--- src/common/pcacr_pkg.sv ---
// Package of constants for the counter-array capture register block
package pcacr_pkg;

   // ------------------------------------------------------------------
   // Widths and counts
   // ------------------------------------------------------------------
   localparam int NUM_CH    = 6;                 // Capture/compare modules
   localparam int CNT_W     = 16;                // Counter and capture width
   localparam int BYTE_W    = 8;                 // Special-function register width

   // ------------------------------------------------------------------
   // Register offsets on the special-function-register bus
   // ------------------------------------------------------------------
   localparam logic [7:0] COUNTER_LOW_ADDR  = 8'hf9;
   localparam logic [7:0] COUNTER_HIGH_ADDR = 8'hfa;
   localparam logic [7:0] CAPCMP_LOW_ADDR  [NUM_CH] = '{8'hfb, 8'he9, 8'heb, 8'hed, 8'hfd, 8'hce};
   localparam logic [7:0] CAPCMP_HIGH_ADDR [NUM_CH] = '{8'hfc, 8'hea, 8'hec, 8'hee, 8'hfe, 8'hcf};

   // ------------------------------------------------------------------
   // Reset values
   // ------------------------------------------------------------------
   localparam logic [7:0]  BYTE_RESET  = 8'h00;
   localparam logic [15:0] WORD_RESET  = 16'h0000;

   // ------------------------------------------------------------------
   // Cycle length codes for 8 to 11-bit pulse width modulation
   // ------------------------------------------------------------------
   localparam logic [1:0]  CYCLE_8_BITS  = 2'h0;
   localparam logic [1:0]  CYCLE_9_BITS  = 2'h1;
   localparam logic [1:0]  CYCLE_10_BITS = 2'h2;
   localparam logic [1:0]  CYCLE_11_BITS = 2'h3;
   localparam logic [15:0] MASK_8_BITS   = 16'h00ff;
   localparam logic [15:0] MASK_9_BITS   = 16'h01ff;
   localparam logic [15:0] MASK_10_BITS  = 16'h03ff;
   localparam logic [15:0] MASK_11_BITS  = 16'h07ff;
   localparam logic [15:0] MASK_16_BITS  = 16'hffff;

endpackage

--- src/common/pcacr_chan_if.sv ---
// Interface between the register decoder and one capture/compare channel
`timescale 1ns/1ps
interface pcacr_chan_if;
   logic        ce;                  // Clock enable
   logic        wr_low;              // Write strobe, low byte address
   logic        wr_high;             // Write strobe, high byte address
   logic        auto_reload_select;  // Steers bytes to the reload value
   logic [7:0]  wdata;               // Write data
   logic [15:0] capcmp_value;        // Stored capture/compare value
   logic [15:0] reload_value;        // Stored auto-reload value
   logic        comparator_function_enable;

   modport regs (
      output ce,
      output wr_low,
      output wr_high,
      output auto_reload_select,
      output wdata,
      input  capcmp_value,
      input  reload_value,
      input  comparator_function_enable
   );

   modport chan (
      input  ce,
      input  wr_low,
      input  wr_high,
      input  auto_reload_select,
      input  wdata,
      output capcmp_value,
      output reload_value,
      output comparator_function_enable
   );
endinterface

--- src/core/pcacr_chan.sv ---
// One capture/compare channel: value, auto-reload value and comparator enable
`timescale 1ns/1ps
module pcacr_chan (
   input  wire logic  sys_clk_i,
   input  wire logic  arst_n_i,
   pcacr_chan_if.chan ch
);

   typedef struct packed {
      logic [15:0] cap;
      logic [15:0] reload;
      logic        ecom;
   } pcacr_chan_state_t;

   pcacr_chan_state_t st;
   pcacr_chan_state_t next_st;

   // ------------------------------------------------------------------
   // Next state: byte writes and comparator enable side effects
   // ------------------------------------------------------------------
   always_comb begin
      next_st = st;
      if (ch.ce) begin
         if (ch.wr_low) begin
            if (ch.auto_reload_select) begin
               next_st.reload[7:0] = ch.wdata;
            end else begin
               next_st.cap[7:0] = ch.wdata;
            end
            next_st.ecom = 1'b0;
         end
         if (ch.wr_high) begin
            if (ch.auto_reload_select) begin
               next_st.reload[15:8] = ch.wdata;
            end else begin
               next_st.cap[15:8] = ch.wdata;
            end
            next_st.ecom = 1'b1;
         end
      end
   end

   // State register, all bytes clear at reset
   always_ff @(posedge sys_clk_i or negedge arst_n_i) begin
      if (!arst_n_i) begin
         st <= '{cap: pcacr_pkg::WORD_RESET, reload: pcacr_pkg::WORD_RESET,
                 ecom: 1'b0};
      end else begin
         st <= next_st;
      end
   end

   // Outputs straight from flip-flops
   assign ch.capcmp_value               = st.cap;
   assign ch.reload_value               = st.reload;
   assign ch.comparator_function_enable = st.ecom;

   // ------------------------------------------------------------------
   // Assertions
   // ------------------------------------------------------------------
   property p_low_clears_enable;
      @(posedge sys_clk_i) disable iff (!arst_n_i)
      (ch.ce && ch.wr_low && !ch.wr_high) |=> !ch.comparator_function_enable;
   endproperty
   a_low_clears_enable: assert property (p_low_clears_enable)
      else $error("Low byte write did not clear comparator enable");

   property p_high_sets_enable;
      @(posedge sys_clk_i) disable iff (!arst_n_i)
      (ch.ce && ch.wr_high) |=> ch.comparator_function_enable;
   endproperty
   a_high_sets_enable: assert property (p_high_sets_enable)
      else $error("High byte write did not set comparator enable");

   property p_select_steers;
      @(posedge sys_clk_i) disable iff (!arst_n_i)
      (ch.ce && ch.wr_low && ch.auto_reload_select) |=>
         (ch.reload_value[7:0] == $past(ch.wdata)) &&
         (ch.capcmp_value == $past(ch.capcmp_value));
   endproperty
   a_select_steers: assert property (p_select_steers)
      else $error("Reload select did not steer the low byte write");

   property p_capture_high_write;
      @(posedge sys_clk_i) disable iff (!arst_n_i)
      (ch.ce && ch.wr_high && !ch.auto_reload_select) |=>
         (ch.capcmp_value[15:8] == $past(ch.wdata)) &&
         (ch.reload_value == $past(ch.reload_value));
   endproperty
   a_capture_high_write: assert property (p_capture_high_write)
      else $error("Capture high byte write not stored");

   property p_quiet_hold;
      @(posedge sys_clk_i) disable iff (!arst_n_i)
      !(ch.wr_low || ch.wr_high) |=> $stable(ch.comparator_function_enable) &&
         $stable(ch.capcmp_value) && $stable(ch.reload_value);
   endproperty
   a_quiet_hold: assert property (p_quiet_hold)
      else $error("Channel state changed without a write");

endmodule // pcacr_chan

--- src/core/pcacr_regs.sv ---
// Counter and capture/compare byte registers of the programmable counter array
`timescale 1ns/1ps
// Overview of operation
// - A 16-bit counter is reached as separate low and high byte registers.
// - Counter byte writes are ignored while the watchdog enable is set.
// - High byte reads return a snapshot loaded when the low byte is read.
// - Six modules each hold a 16-bit value at their own byte pair.
// - Auto-reload select steers module byte accesses to the reload value.
// - Writing a module low byte clears its comparator enable.
// - Writing a module high byte sets its comparator enable.
// - Counter and module bytes reset to zero and are read/write.
// - Comparator enable gates comparison of counter against module value.
// - Cycle length codes select 8, 9, 10 or 11-bit cycles.
module pcacr_regs #(
   parameter int NUM_CH = pcacr_pkg::NUM_CH
) (
   input  wire logic               sys_clk_i,
   input  wire logic               arst_n_i,
   input  wire logic               ce_i,
   input  wire logic [7:0]         sfr_addr_i,
   input  wire logic               sfr_wr_i,
   input  wire logic               sfr_rd_i,
   input  wire logic [7:0]         sfr_wdata_i,
   output logic      [7:0]         sfr_rdata_o,
   input  wire logic               count_tick_i,
   input  wire logic               watchdog_enable_bit_i,
   input  wire logic               auto_reload_select_i,
   input  wire logic [1:0]         pwm_cycle_length_i,
   input  wire logic [NUM_CH-1:0]  pwm16_i,
   output logic      [15:0]        array_counter_value_o,
   output logic      [NUM_CH-1:0]  comparator_function_enable_o,
   output logic      [NUM_CH-1:0]  match_o,
   output logic                    cycle_end_o
);

   typedef struct packed {
      logic [15:0]       count;
      logic [7:0]        snapshot;
      logic [7:0]        rdata;
      logic [NUM_CH-1:0] match;
      logic              cycle_end;
   } pcacr_top_state_t;

   pcacr_top_state_t st;
   pcacr_top_state_t next_st;

   logic [15:0]       cap_arr    [NUM_CH];
   logic [15:0]       reload_arr [NUM_CH];
   logic [NUM_CH-1:0] ecom;
   logic [4:0]        wr_dec;

   // ------------------------------------------------------------------
   // Helper functions
   // ------------------------------------------------------------------

   // Module address decode: {hit, high byte, index}
   function automatic logic [4:0] chan_decode(input logic [7:0] a);
      logic [4:0] r;
      r = 5'h00;
      for (int i = 0; i < NUM_CH; i++) begin
         if (a == pcacr_pkg::CAPCMP_LOW_ADDR[i]) begin
            r = {1'b1, 1'b0, 3'(i)};
         end
         if (a == pcacr_pkg::CAPCMP_HIGH_ADDR[i]) begin
            r = {1'b1, 1'b1, 3'(i)};
         end
      end
      return r;
   endfunction

   // Counter bits that take part in an 8 to 11-bit cycle
   function automatic logic [15:0] cycle_mask(input logic [1:0] len);
      logic [15:0] m;
      case (len)
         pcacr_pkg::CYCLE_8_BITS:  m = pcacr_pkg::MASK_8_BITS;
         pcacr_pkg::CYCLE_9_BITS:  m = pcacr_pkg::MASK_9_BITS;
         pcacr_pkg::CYCLE_10_BITS: m = pcacr_pkg::MASK_10_BITS;
         pcacr_pkg::CYCLE_11_BITS: m = pcacr_pkg::MASK_11_BITS;
         default:                  m = pcacr_pkg::MASK_8_BITS;
      endcase
      return m;
   endfunction

   // ------------------------------------------------------------------
   // Capture/compare channels
   // ------------------------------------------------------------------
   assign wr_dec = chan_decode(sfr_addr_i);

   generate
      for (genvar n = 0; n < NUM_CH; n++) begin : gen_ch
         pcacr_chan_if u_if ();

         // Write strobes reach only the addressed channel
         assign u_if.ce                 = ce_i;
         assign u_if.wr_low             = sfr_wr_i && wr_dec[4] && !wr_dec[3] &&
                                          (wr_dec[2:0] == 3'(n));
         assign u_if.wr_high            = sfr_wr_i && wr_dec[4] && wr_dec[3] &&
                                          (wr_dec[2:0] == 3'(n));
         assign u_if.auto_reload_select = auto_reload_select_i;
         assign u_if.wdata              = sfr_wdata_i;
         assign cap_arr[n]              = u_if.capcmp_value;
         assign reload_arr[n]           = u_if.reload_value;
         assign ecom[n]                 = u_if.comparator_function_enable;

         pcacr_chan u_chan (
            .sys_clk_i (sys_clk_i),
            .arst_n_i  (arst_n_i),
            .ch        (u_if.chan)
         );
      end
   endgenerate

   // ------------------------------------------------------------------
   // Next state: counter, snapshot, read data and comparators
   // ------------------------------------------------------------------
   always_comb begin
      logic [4:0]  rd_dec;
      logic [15:0] word;
      logic [15:0] mask;
      rd_dec  = chan_decode(sfr_addr_i);
      word    = pcacr_pkg::WORD_RESET;
      mask    = cycle_mask(pwm_cycle_length_i);
      next_st = st;
      if (ce_i) begin
         // Counter advances, a software write to a byte wins over the tick
         if (count_tick_i) begin
            next_st.count = st.count + 16'h0001;
         end
         if (sfr_wr_i && !watchdog_enable_bit_i) begin
            if (sfr_addr_i == pcacr_pkg::COUNTER_LOW_ADDR) begin
               next_st.count[7:0] = sfr_wdata_i;
            end
            if (sfr_addr_i == pcacr_pkg::COUNTER_HIGH_ADDR) begin
               next_st.count[15:8] = sfr_wdata_i;
            end
         end

         // Read data, registered; unmapped addresses read zero
         if (sfr_rd_i) begin
            next_st.rdata = pcacr_pkg::BYTE_RESET;
            if (sfr_addr_i == pcacr_pkg::COUNTER_LOW_ADDR) begin
               next_st.rdata    = st.count[7:0];
               next_st.snapshot = st.count[15:8];
            end else if (sfr_addr_i == pcacr_pkg::COUNTER_HIGH_ADDR) begin
               next_st.rdata = st.snapshot;
            end else if (rd_dec[4]) begin
               // Plain read, nothing else is touched
               word = auto_reload_select_i ? reload_arr[rd_dec[2:0]]
                                           : cap_arr[rd_dec[2:0]];
               next_st.rdata = rd_dec[3] ? word[15:8] : word[7:0];
            end
         end

         // Comparators run only while their enable is set
         for (int i = 0; i < NUM_CH; i++) begin
            if (pwm16_i[i]) begin
               next_st.match[i] = ecom[i] && (st.count == cap_arr[i]);
            end else begin
               next_st.match[i] = ecom[i] &&
                  ((st.count & mask) == (cap_arr[i] & mask));
            end
         end

         // End of an 8 to 11-bit cycle: all selected counter bits are ones
         next_st.cycle_end = count_tick_i && ((st.count & mask) == mask);
      end
   end

   // State register
   always_ff @(posedge sys_clk_i or negedge arst_n_i) begin
      if (!arst_n_i) begin
         st <= '{count: pcacr_pkg::WORD_RESET, snapshot: pcacr_pkg::BYTE_RESET,
                 rdata: pcacr_pkg::BYTE_RESET, match: '0,
                 cycle_end: 1'b0};
      end else begin
         st <= next_st;
      end
   end

   // Outputs from flip-flops
   assign sfr_rdata_o                  = st.rdata;
   assign array_counter_value_o        = st.count;
   assign comparator_function_enable_o = ecom;
   assign match_o                      = st.match;
   assign cycle_end_o                  = st.cycle_end;

   // ------------------------------------------------------------------
   // Assertions
   // ------------------------------------------------------------------
   property p_counter_lock;
      @(posedge sys_clk_i) disable iff (!arst_n_i)
      (ce_i && sfr_wr_i && watchdog_enable_bit_i && !count_tick_i) |=>
         (array_counter_value_o == $past(array_counter_value_o));
   endproperty
   a_counter_lock: assert property (p_counter_lock)
      else $error("Counter changed by a write while the watchdog is on");

   property p_counter_low_write;
      @(posedge sys_clk_i) disable iff (!arst_n_i)
      (ce_i && sfr_wr_i && !watchdog_enable_bit_i &&
       sfr_addr_i == pcacr_pkg::COUNTER_LOW_ADDR) |=>
         (array_counter_value_o[7:0] == $past(sfr_wdata_i));
   endproperty
   a_counter_low_write: assert property (p_counter_low_write)
      else $error("Counter low byte write not stored");

   property p_snapshot_load;
      @(posedge sys_clk_i) disable iff (!arst_n_i)
      (ce_i && sfr_rd_i && sfr_addr_i == pcacr_pkg::COUNTER_LOW_ADDR) ##1
      (ce_i && sfr_rd_i && sfr_addr_i == pcacr_pkg::COUNTER_HIGH_ADDR) |=>
         (sfr_rdata_o == $past(array_counter_value_o[15:8], 2));
   endproperty
   a_snapshot_load: assert property (p_snapshot_load)
      else $error("High byte read did not return the snapshot");

   property p_match_needs_enable;
      @(posedge sys_clk_i) disable iff (!arst_n_i)
      match_o[0] |-> $past(comparator_function_enable_o[0]);
   endproperty
   a_match_needs_enable: assert property (p_match_needs_enable)
      else $error("Match raised with comparator disabled");

   property p_cycle_end;
      @(posedge sys_clk_i) disable iff (!arst_n_i)
      cycle_end_o |-> (($past(array_counter_value_o) & cycle_mask($past(pwm_cycle_length_i)))
                       == cycle_mask($past(pwm_cycle_length_i)));
   endproperty
   a_cycle_end: assert property (p_cycle_end)
      else $error("Cycle end flagged on wrong counter value");

endmodule // pcacr_regs

--- config.mk ---
export PLATFORM = sky130hd
export DESIGN_NAME = pcacr_regs
export DESIGN_NICKNAME = d
export VERILOG_FILES = /design/src/common/pcacr_pkg.sv /design/src/common/pcacr_chan_if.sv /design/src/core/pcacr_chan.sv /design/src/core/pcacr_regs.sv
export SDC_FILE = /design/constraint.sdc
export NUM_CORES = 1
export LEC_CHECK = 0
export BUFFER_PORTS_ARGS = -buffer_cell sky130_fd_sc_hd__buf_2
export CORE_MARGIN = 2
export CORE_UTILIZATION = 35
export DETAILED_ROUTE_END_ITERATION = 16
export PLACE_DENSITY_LB_ADDON = 0.2
export SKIP_CTS_REPAIR_TIMING = 1
export SLEW_MARGIN = 30
export SYNTH_ARGS = -nofsm -noshare
export SYNTH_HDL_FRONTEND = slang
export SYNTH_HIERARCHICAL = 1
export SYNTH_SLANG_ARGS = --single-unit
--- constraint.sdc ---
create_clock -name sys_clk_i -period 2.5 [get_ports sys_clk_i]
set_clock_uncertainty 0.1 [all_clocks]
set_input_delay 0.25 -clock sys_clk_i [delete_from_list [all_inputs] [get_ports sys_clk_i]]
set_output_delay 0.25 -clock sys_clk_i [all_outputs]
set_load 0.05 [all_outputs]
==> metrics.yaml, run 1 <==
floorplan:
  core_area_mm2: 0.0375
  fp-row-count: 71
  initial_utilization_pct: 35.3
  ios: 69
  die_w_um: 199
  die_area_mm2: 0.0394
  dieHeight_um: 199
layout:
  fin_nets: 1290
  syn_to_final_growth_pct: 18.4
  regArea_mm2: 0.00593
  fin_cells: 1790
  layout-drive-gt1-share_pct: 37.5
  n_antenna_cell: 0
  multi_input_area_mm2: 0.00671
  utilization_pct: 41.9
  fillCellCount: 3636
setup_path:
  rrSetupSlack_ns: 0.37
  crit_slowest_cell: "nor2_1"
  cp_max_fo: 8
  r2r_cells: 8
  timing.rr.start: "array_counter_value_o[1]$_DFFE_PN0P_"
  path_cells: "buf_2 -> nand4b_1 -> nor3_1 -> a31oi_1 -> nand2_4 -> nand3_1 -> nor2_1 -> nand3b_4 -> mux2_2"
  critPathRequiredTime_ns: 2.82
  path_class: "in2reg"
  critPathCaptureType: "register"
  arrival_ns: 2.54
  r2r-end: "array_counter_value_o[14]$_DFFE_PN0P_"
  critPathLaunchType: "input port"
  cpPeakStageDelay_ns: 0.59
global_route:
  globalRouteTotalUtil_pct: 22.5
  grt_pass1_wl_mm: 65.3
  antenna_found_initial: 1
  grt_max_degree: 83
  grt_pass1_vias: 9760
  overflow: 0
clock_network:
  clock_latency_ns: 0.55
  htreeDepth: 1
  clk_path_buf_depth: 3
  path_clk_slew_ns: 0.06
  cts.root.buffer_cell: "clkbuf_16"
  cts_tree: "done"
  numClockSinks: 237
  cts_buffers: 28
detailed_routing:
  drc_errors: 0
  drtIter0Drc: 725
  wl_met2_mm: 19.5
  met1_length_mm: 21.0
  num_vias: 9916
  drtPass1Iterations: 5
  viasPerCell: 5.54
  wl_per_cell_um: 24.6
  top_layer: "met4"
  ant_nets: 0
  met3_wirelength_mm: 2.81
  finalWirelength_mm: 44.0
timing:
  slew_viol_final: 0
  whs_ns: 0.0140
  timing.fmax_mhz: 452
  setup-tns-final_ns: 0
  min_period_ns: 2.21
  setup-violations-final: 0
  worst_pin_slew_ns: 0.790
  slew_headroom_pct: 47.3
  period_share_pct: 88.6
  hold_violations: 0
  rsz0062_at_grt: "no"
power:
  power_density_mw_per_mm2: 649
  ir_drop_mv: 0.429
  p_leak_nw: 7.77
  total_power_mw: 10.2
placed_design:
  dpl.hpwl_mm: 30.4
  placed_cells: 1736
  port_buffers: 68
  place.gp.congestion: 0.835
yosys:
  synth_top_family_by_area: "multiplexers"
  synth_commonest_cells: "dfrtp_1, mux2_2, nand2_1"
  synth-edff-count: 0
  synthAdderAreaFrac_pct: 0.0944
  synthArstFlopShare_pct: 100
  synth_xor_area_share_pct: 6.53
  synth_top_cell_by_area: "dfrtp_1"
  muxShareOfSynthArea_pct: 17.9
  yosysMostFrequentCell: "dfrtp_1"
  synthTopCellsByArea: "dfrtp_1, mux2_2, xor2_1"
  synthCells: 1145
  avgSynthCellArea_um2: 11.6
  synth_top_area_share_pct: 44.8
  synth_ff_type: "dfrtp_1"
  yosys.area_share.simple_pct: 11.8
  yosysWarnings: 6
  ys_seq_area_share_pct: 44.8
  ys_ff_latch: 237
  synth_compound_area_share_pct: 13.8
  syn_area_mm2: 0.0133
  synth_nets: 1178
  ys_types: 81
job:
  maxCapViolCount: 0
run_status:
  status: "finished clean"
hold_path:
  min_path_cells: 4
  hold_class: "in2reg"
  hold_end: "array_counter_value_o[0]$_DFFE_PN0P_"
  worstHoldStart: "count_tick_i"
==> state kept, by name, summed over array words and instances (netlist names) <==
signal / flops
cycle_end_o: 1
st: 8
gen_ch.u_chan/ch.comparator_function_enable: 6
array_counter_value_o: 16
gen_ch.u_chan/ch.reload_value: 96
gen_ch.u_chan/ch.capcmp_value: 96
sfr_rdata_o: 8
match_o: 6
==> kinds of logic (layout without fill, tap and decap cells) <==
| logic type | count (synthesis) | after routing |
|---|---|---|
| and+or+nand+nor | 226 | 226 |
| DFF | 237 | 237 |
| buffers and inverters | 114 | 248 |
| xor gates and xnor gates | 98 | 98 |
| adders and majority gates | 1 | 1 |
| muxes | 212 | 212 |
| AOI/OAI and AO/OA | 257 | 257 |
==> layout make-up <==
type / count / area share, %
multi-input cells: 794 / 42.8
flip-flops and latches: 237 / 37.8
repair buffers: 182 / 8.61
clock buffers: 47 / 5.95
well taps: 511 / 4.07
clock inverters: 5 / 0.494
inverters: 14 / 0.335
==> routing by layer <==
| layer | up-vias | GRT usage (%) |
|---|---|---|
| met2 | 328 | 34.4 |
| met3 | 50 | 3.68 |
| met4 | 0 | 4.28 |
| met1 | 5075 | 33.4 |
| met5 | - | 0 |
| li1 | 4463 | - |
==> how the worst max path moves through the flow <==
stage,depth (start not counted),startpoint,endpoint
3_3_place_gp,10,sfr_addr_i[0],gen_ch[2].u_chan/ch.capcmp_value[13]$_DFFE_PN0P_
4_1_cts,10,sfr_addr_i[0],gen_ch[2].u_chan/ch.capcmp_value[13]$_DFFE_PN0P_
2_1_floorplan,11,sfr_addr_i[2],gen_ch[2].u_chan/ch.capcmp_value[10]$_DFFE_PN0P_
3_5_place_dp,10,sfr_addr_i[0],gen_ch[2].u_chan/ch.reload_value[14]$_DFFE_PN0P_
5_1_grt,10,sfr_addr_i[0],gen_ch[2].u_chan/ch.capcmp_value[12]$_DFFE_PN0P_
6_report,9,sfr_addr_i[4],gen_ch[2].u_chan/ch.capcmp_value[13]$_DFFE_PN0P_
==> cells in the final DEF, fill, tap and decap left out, types with 4 or more instances in the layout <==
| cell type | instances |
|---|---|
| buf_4 | 102 |
| a211o_1 | 8 |
| nand3_4 | 14 |
| clkbuf_16 | 29 |
| a22oi_1 | 7 |
| a211oi_1 | 5 |
| a21oi_1 | 41 |
| dfrtp_1 | 237 |
| inv_1 | 14 |
| xnor2_1 | 45 |
| nor4_1 | 6 |
| mux2_1 | 8 |
| nor2_1 | 19 |
| o31ai_1 | 10 |
| mux2_2 | 191 |
| a221oi_1 | 15 |
| nand3b_4 | 12 |
| mux2i_1 | 12 |
| o221ai_1 | 19 |
| o21ai_0 | 53 |
| and2_1 | 5 |
| clkbuf_8 | 14 |
| a221o_1 | 6 |
| o21a_1 | 4 |
| a21boi_0 | 13 |
| clkbuf_1 | 4 |
| xor2_1 | 52 |
| and3_1 | 12 |
| o22ai_1 | 20 |
| buf_2 | 66 |
| nand2b_1 | 5 |
| nor3_1 | 5 |
| nand4_1 | 20 |
| a31o_2 | 9 |
| nand2_1 | 65 |
| nand3_1 | 34 |
| a22o_1 | 8 |
| buf_12 | 11 |
| a21boi_1 | 5 |
==> power breakdown <==
group	leakage [nW]	switching [mW]	total, mW	internal, mW
sequential	3.28	0.113	4.06	3.95
combinational	3.99	1.13	1.74	0.604
clock	0.499	1.67	4.39	2.73
total	7.77	2.91	10.2	7.28
==> worst max-delay path, delay by kind of cell <==
| family | cells | cell delay, ns |
|---|---|---|
| buffers and inverters | 1 | 0.13 |
| AND/OR/NAND/NOR | 6 | 1.67 |
| AO/OA/AOI/OAI | 1 | 0.14 |
| multiplexers | 1 | 0.32 |
==> per-stage QoR <==
stage | worst slack (ns) | area (µm²)
after detailed placement | -0.259 | 14700
after global placement | -0.239 | 14700
after CTS | 0.284 | 15700
after global routing | 0.0554 | 15700
final | 0.286 | 15700
after floorplan | -0.00710 | 13300
No activity file was read; power rests on OpenSTA's default activity.
==> run 2: changes to the inputs <==
clock period = 2.2 ns   (was 2.5 ns; I/O delays follow)
==> metrics.yaml, run 2 (synthesis results as in run 1) <==
setup_path:
  cpPeakStageDelay_ns: 0.46
  cp.buffers_inverters: 3
  cpMostUsedCell: "buf_4"
  arrival_ns: 2.46
  cp_max_fo: 9
  crit_slowest_cell: "nor3_1"
  critical_path.top_delay_family: "simple AND/OR/NAND/NOR gates"
  critPathRequiredTime_ns: 2.53
  critPathLaunchType: "input port"
  path_cells: "buf_2 -> xor2_2 -> nand3_2 -> buf_4 -> o21ai_0 -> a21boi_0 -> a311oi_1 -> buf_4 -> nor3_1 -> o31ai_2"
  path_class: "in2reg"
  critPathCaptureType: "register"
layout:
  fin_nets: 1339
  layout_common_cells: "dfrtp_1, mux2_2, buf_4, buf_2, nand2_1"
  layout-drive-gt1-share_pct: 40.4
  n_antenna_cell: 0
  syn_to_final_growth_pct: 21.7
  design_area_mm2: 0.0161
  final_common_cell: "dfrtp_1"
detailed_routing:
  wl_per_cell_um: 25.2
  finalWirelength_mm: 46.3
  drtIter0Drc: 704
  drtPass1Iterations: 5
  drc_errors: 0
  num_vias: 10100
  viasPerCell: 5.52
  ant_nets: 0
placed_design:
  place.gp.congestion: 0.889
  dpl_cell_area_mm2: 0.0151
  port_buffers: 68
  dpl.hpwl_mm: 33.4
power:
  power_switching_mw: 3.38
  ir_drop_mv: 0.598
  comb_power_share_pct: 18.3
  seq_power_share_pct: 40.5
  clkPwrFrac_pct: 41.2
  intPower_mw: 8.06
  power_density_mw_per_mm2: 710
  p_leak_nw: 8.02
  swShare_pct: 29.6
floorplan:
  initial_utilization_pct: 35.3
  ios: 69
  die_w_um: 199
  dieHeight_um: 199
  fp-row-count: 71
  core_area_mm2: 0.0375
  die_area_mm2: 0.0394
clock_network:
  path_clk_slew_ns: 0.06
  cts.root.buffer_cell: "clkbuf_16"
  clock_latency_ns: 0.56
  cts_tree: "done"
  htreeDepth: 1
  clk_path_buf_depth: 3
  cts_buffers: 28
  numClockSinks: 237
global_route:
  globalRouteTotalUtil_pct: 24.0
  overflow: 0
  grt_max_degree: 83
  antenna_found_initial: 1
  grt_pass1_wl_mm: 69.8
  grt_pass1_vias: 10400
timing:
  period_share_pct: 97.2
  rsz0062_at_grt: "no"
  setup-violations-final: 0
  slew_headroom_pct: 47.3
  worst_pin_slew_ns: 0.791
  whs_ns: -0.0248
  slew_viol_final: 0
  min_period_ns: 2.14
  hold_violations: 3
  timing.fmax_mhz: 467
run_status:
  status: "complete, but fails checks"
  violations: "negative hold slack"
hold_path:
  hold_class: "in2reg"
job:
  maxCapViolCount: 0
[run 2: cell count changes in the layout (fill, tap and decap cells not counted), moves of 2 or more]
cell      delta
buf_12       +8
buf_4       +41
clkbuf_1     +2
clkbuf_8     -7
clkinv_2     +4
nor2_1       -6
nor2_2       +5
[run 2: worst register-to-register path, delay by kind of cell, from the launching register on]
family / cells / cell delay [ns]
flops: 1 / 0.40
compound gates: 2 / 0.38
simple gates: 5 / 1.13
[run 2: final timing paths]
kind                                                 startpoint                                         endpoint  slack, ns  cells past startpoint
setup / recovery                                  sfr_addr_i[1]                       sfr_rdata_o[7]$_DFFE_PN0P_       0.06                     10
hold / removal                                       pwm16_i[0]                           match_o[0]$_DFFE_PN0P_      -0.02                      4
setup reg to reg           array_counter_value_o[2]$_DFFE_PN0P_            array_counter_value_o[15]$_DFFE_PN0P_       0.13                      7
hold reg to reg                              st[16]$_DFFE_PN0P_                               st[16]$_DFFE_PN0P_       0.40                      1
max in group asynchronous                              arst_n_i  gen_ch[1].u_chan/ch.reload_value[0]$_DFFE_PN0P_       1.05                      3
min in group asynchronous                              arst_n_i                       sfr_rdata_o[5]$_DFFE_PN0P_       0.14                      2
[run 2: layout make-up]
cell class / instances / area (µm²)
fillers: 3597 / 21400
repair buffers: 231 / 1820
clock inverters: 10 / 115
clock buffers: 41 / 820
well taps: 511 / 639
inverters: 14 / 52.6
multi-input cells: 794 / 6750
flip-flops and latches: 237 / 5930
[run 2: power by group through the flow]
stage	logic, mW	clock network (mW)	registers, mW
6_report	2.09	4.72	4.64
5_1_grt	2.24	4.98	4.65
4_1_cts	2.07	4.80	4.63
3_5_place_dp	2.06	0	4.71
3_3_place_gp	2.06	0	4.71
2_1_floorplan	1.29	0	4.63
[run 2: metrics by stage]
stage	setup TNS, ns	std cells	utilization [%]	total power [mW]	setup WS [ns]
CTS	0	1832	42.9	11.5	0.0596
floorplan	-15.66	1145	-	5.92	-0.263
global placement	-55.52	1781	40.4	6.77	-0.504
finish	0	1838	43.0	11.4	0.0609
detailed placement	-56.29	1781	40.4	6.77	-0.514
global route	0	1838	43.0	11.9	0.00346
[run 2: routing by layer]
layer  global-route usage [%]  share of wire [%]  routed length (µm)  vias to the layer above
met5                        0              0.028                  13                        -
met4                     6.50                2.6                1190                        2
met3                     3.66                5.2                2430                       66
met2                     37.4                 45               20600                      288
met1                     34.7                 48               22000                     5232
li1                         -                  -                   -                     4553
==> run 3: changes to the inputs <==
CORE_UTILIZATION = 60   (was 35)
==> metrics.yaml, run 3 (synthesis results as in run 1) <==
floorplan:
  initial_utilization_pct: 60.9
  fp-row-count: 54
  die_area_mm2: 0.0233
  die_w_um: 153
  core_area_mm2: 0.0218
  dieHeight_um: 153
  ios: 69
setup_path:
  crit_slowest_cell: "dfrtp_1"
  critPathCaptureType: "register"
  cp.buffers_inverters: 0
  rrSetupSlack_ns: 0.07
  r2r-end: "array_counter_value_o[14]$_DFFE_PN0P_"
  crit_start: "array_counter_value_o[1]$_DFFE_PN0P_"
  timing.rr.start: "array_counter_value_o[1]$_DFFE_PN0P_"
  cp_max_fo: 4
  critPathRequiredTime_ns: 2.55
  cp-endpoint: "array_counter_value_o[14]$_DFFE_PN0P_"
  path_class: "reg2reg"
  critical_path.top_delay_family: "simple AND/OR/NAND/NOR gates"
  cpPeakStageDelay_ns: 0.40
  critPathLaunchType: "register"
  path_cells: "ha_1 -> nand4_1 -> nor2_2 -> and3_2 -> and3_1 -> nand3_1 -> a21boi_0 -> a2bb2oi_1"
  arrival_ns: 2.48
  cp.depth: 8
  r2r_cells: 8
run_status:
  violations: "negative hold slack"
  status: "complete, but fails checks"
layout:
  syn_to_final_growth_pct: 18.2
  layout_common_cells: "dfrtp_1, mux2_2, buf_4, buf_2, nand2_1"
  layout-drive-gt1-share_pct: 40.5
  final_common_cell: "dfrtp_1"
  design_area_mm2: 0.0157
  fin_nets: 1339
detailed_routing:
  finalWirelength_mm: 42.2
  drc_errors: 0
  drtIter0Drc: 1017
  num_vias: 10400
  drtPass1Iterations: 7
  wl_per_cell_um: 26.3
  viasPerCell: 6.51
  ant_nets: 0
timing:
  slew_viol_final: 0
  whs_ns: -0.0230
  setup-violations-final: 0
  period_share_pct: 96.8
  hold_violations: 1
  worst_pin_slew_ns: 0.796
  min_period_ns: 2.13
  timing.fmax_mhz: 470
  slew_headroom_pct: 46.9
clock_network:
  clk_path_buf_depth: 3
  cts_tree: "done"
  htreeDepth: 1
  numClockSinks: 237
  cts.root.buffer_cell: "clkbuf_16"
  cts_buffers: 26
  path_clk_slew_ns: 0.06
  clock_latency_ns: 0.54
placed_design:
  dpl_cell_area_mm2: 0.0148
  port_buffers: 68
  place.gp.congestion: 0.944
  dpl.hpwl_mm: 29.5
global_route:
  overflow: 0
  globalRouteTotalUtil_pct: 36.1
  grt_pass1_wl_mm: 64.2
  grt_pass1_vias: 10600
  grt_max_degree: 83
  antenna_found_initial: 0
power:
  power_density_mw_per_mm2: 703
  ir_drop_mv: 0.591
  p_leak_nw: 7.92
hold_path:
  hold_class: "in2reg"
job:
  maxCapViolCount: 0
run 3: cell count changes in the layout (fill, tap and decap cells not counted), moves of 2 or more:
| cell | delta |
|---|---|
| clkinvlp_4 | +2 |
| clkbuf_1 | -3 |
| buf_4 | +11 |
| buf_12 | -9 |
run 3: per-stage QoR:
step / util (%) / worst slack [ns] / TNS, ns / total power, mW / std cells
6_report: 72.0 / 0.0708 / 0 / 11.0 / 1605
5_1_grt: 72.0 / -0.0339 / -0.0339 / 11.3 / 1604
4_1_cts: 71.9 / 0.0517 / 0 / 11.0 / 1602
3_5_place_dp: 67.9 / -0.411 / -65.65 / 6.69 / 1556
3_3_place_gp: 67.9 / -0.388 / -58.90 / 6.64 / 1556
2_1_floorplan: - / -0.263 / -15.66 / 5.92 / 1145
run 3: layer usage:
layer	GRT usage [%]	vias up	routed length (µm)
met2	56.5	532	19300
met3	5.89	122	3640
met1	49.7	5248	17100
met5	0	-	0
li1	-	4540	-
met4	16.7	0	2120
run 3: how the worst min path moves through the flow:
stage | depth (start not counted) | start | endpoint
floorplan | 0 | arst_n_i | array_counter_value_o[0]$_DFFE_PN0P_
global placement | 1 | arst_n_i | array_counter_value_o[1]$_DFFE_PN0P_
detailed placement | 1 | arst_n_i | array_counter_value_o[2]$_DFFE_PN0P_
CTS | 1 | arst_n_i | sfr_rdata_o[5]$_DFFE_PN0P_
global route | 4 | count_tick_i | array_counter_value_o[0]$_DFFE_PN0P_
finish | 4 | count_tick_i | array_counter_value_o[0]$_DFFE_PN0P_
run 3: cell type report:
type | count | area [µm²]
antenna | 1 | 2.50
clock buffer | 36 | 769
clock inverter | 10 | 80.1
fill | 1572 | 6090
inverter | 14 | 52.6
multi-input combinational | 794 | 6750
sequential | 237 | 5930
tap | 280 | 350
timing repair buffer | 233 | 1720
run 3: tightest hold or removal path, delay by kind of cell:
kind | cells | cell delay [ns]
and+or+nand+nor | 1 | 0.07
AOI/OAI and AO/OA | 2 | 0.13
buffers and inverters | 1 | 0.14
run 3: where the power goes:
group | internal [mW] | switching, mW | total (mW)
Combinational | 0.741 | 1.31 | 2.05
Clock | 2.55 | 1.81 | 4.35
Sequential | 4.48 | 0.122 | 4.61
Total | 7.77 | 3.24 | 11.0
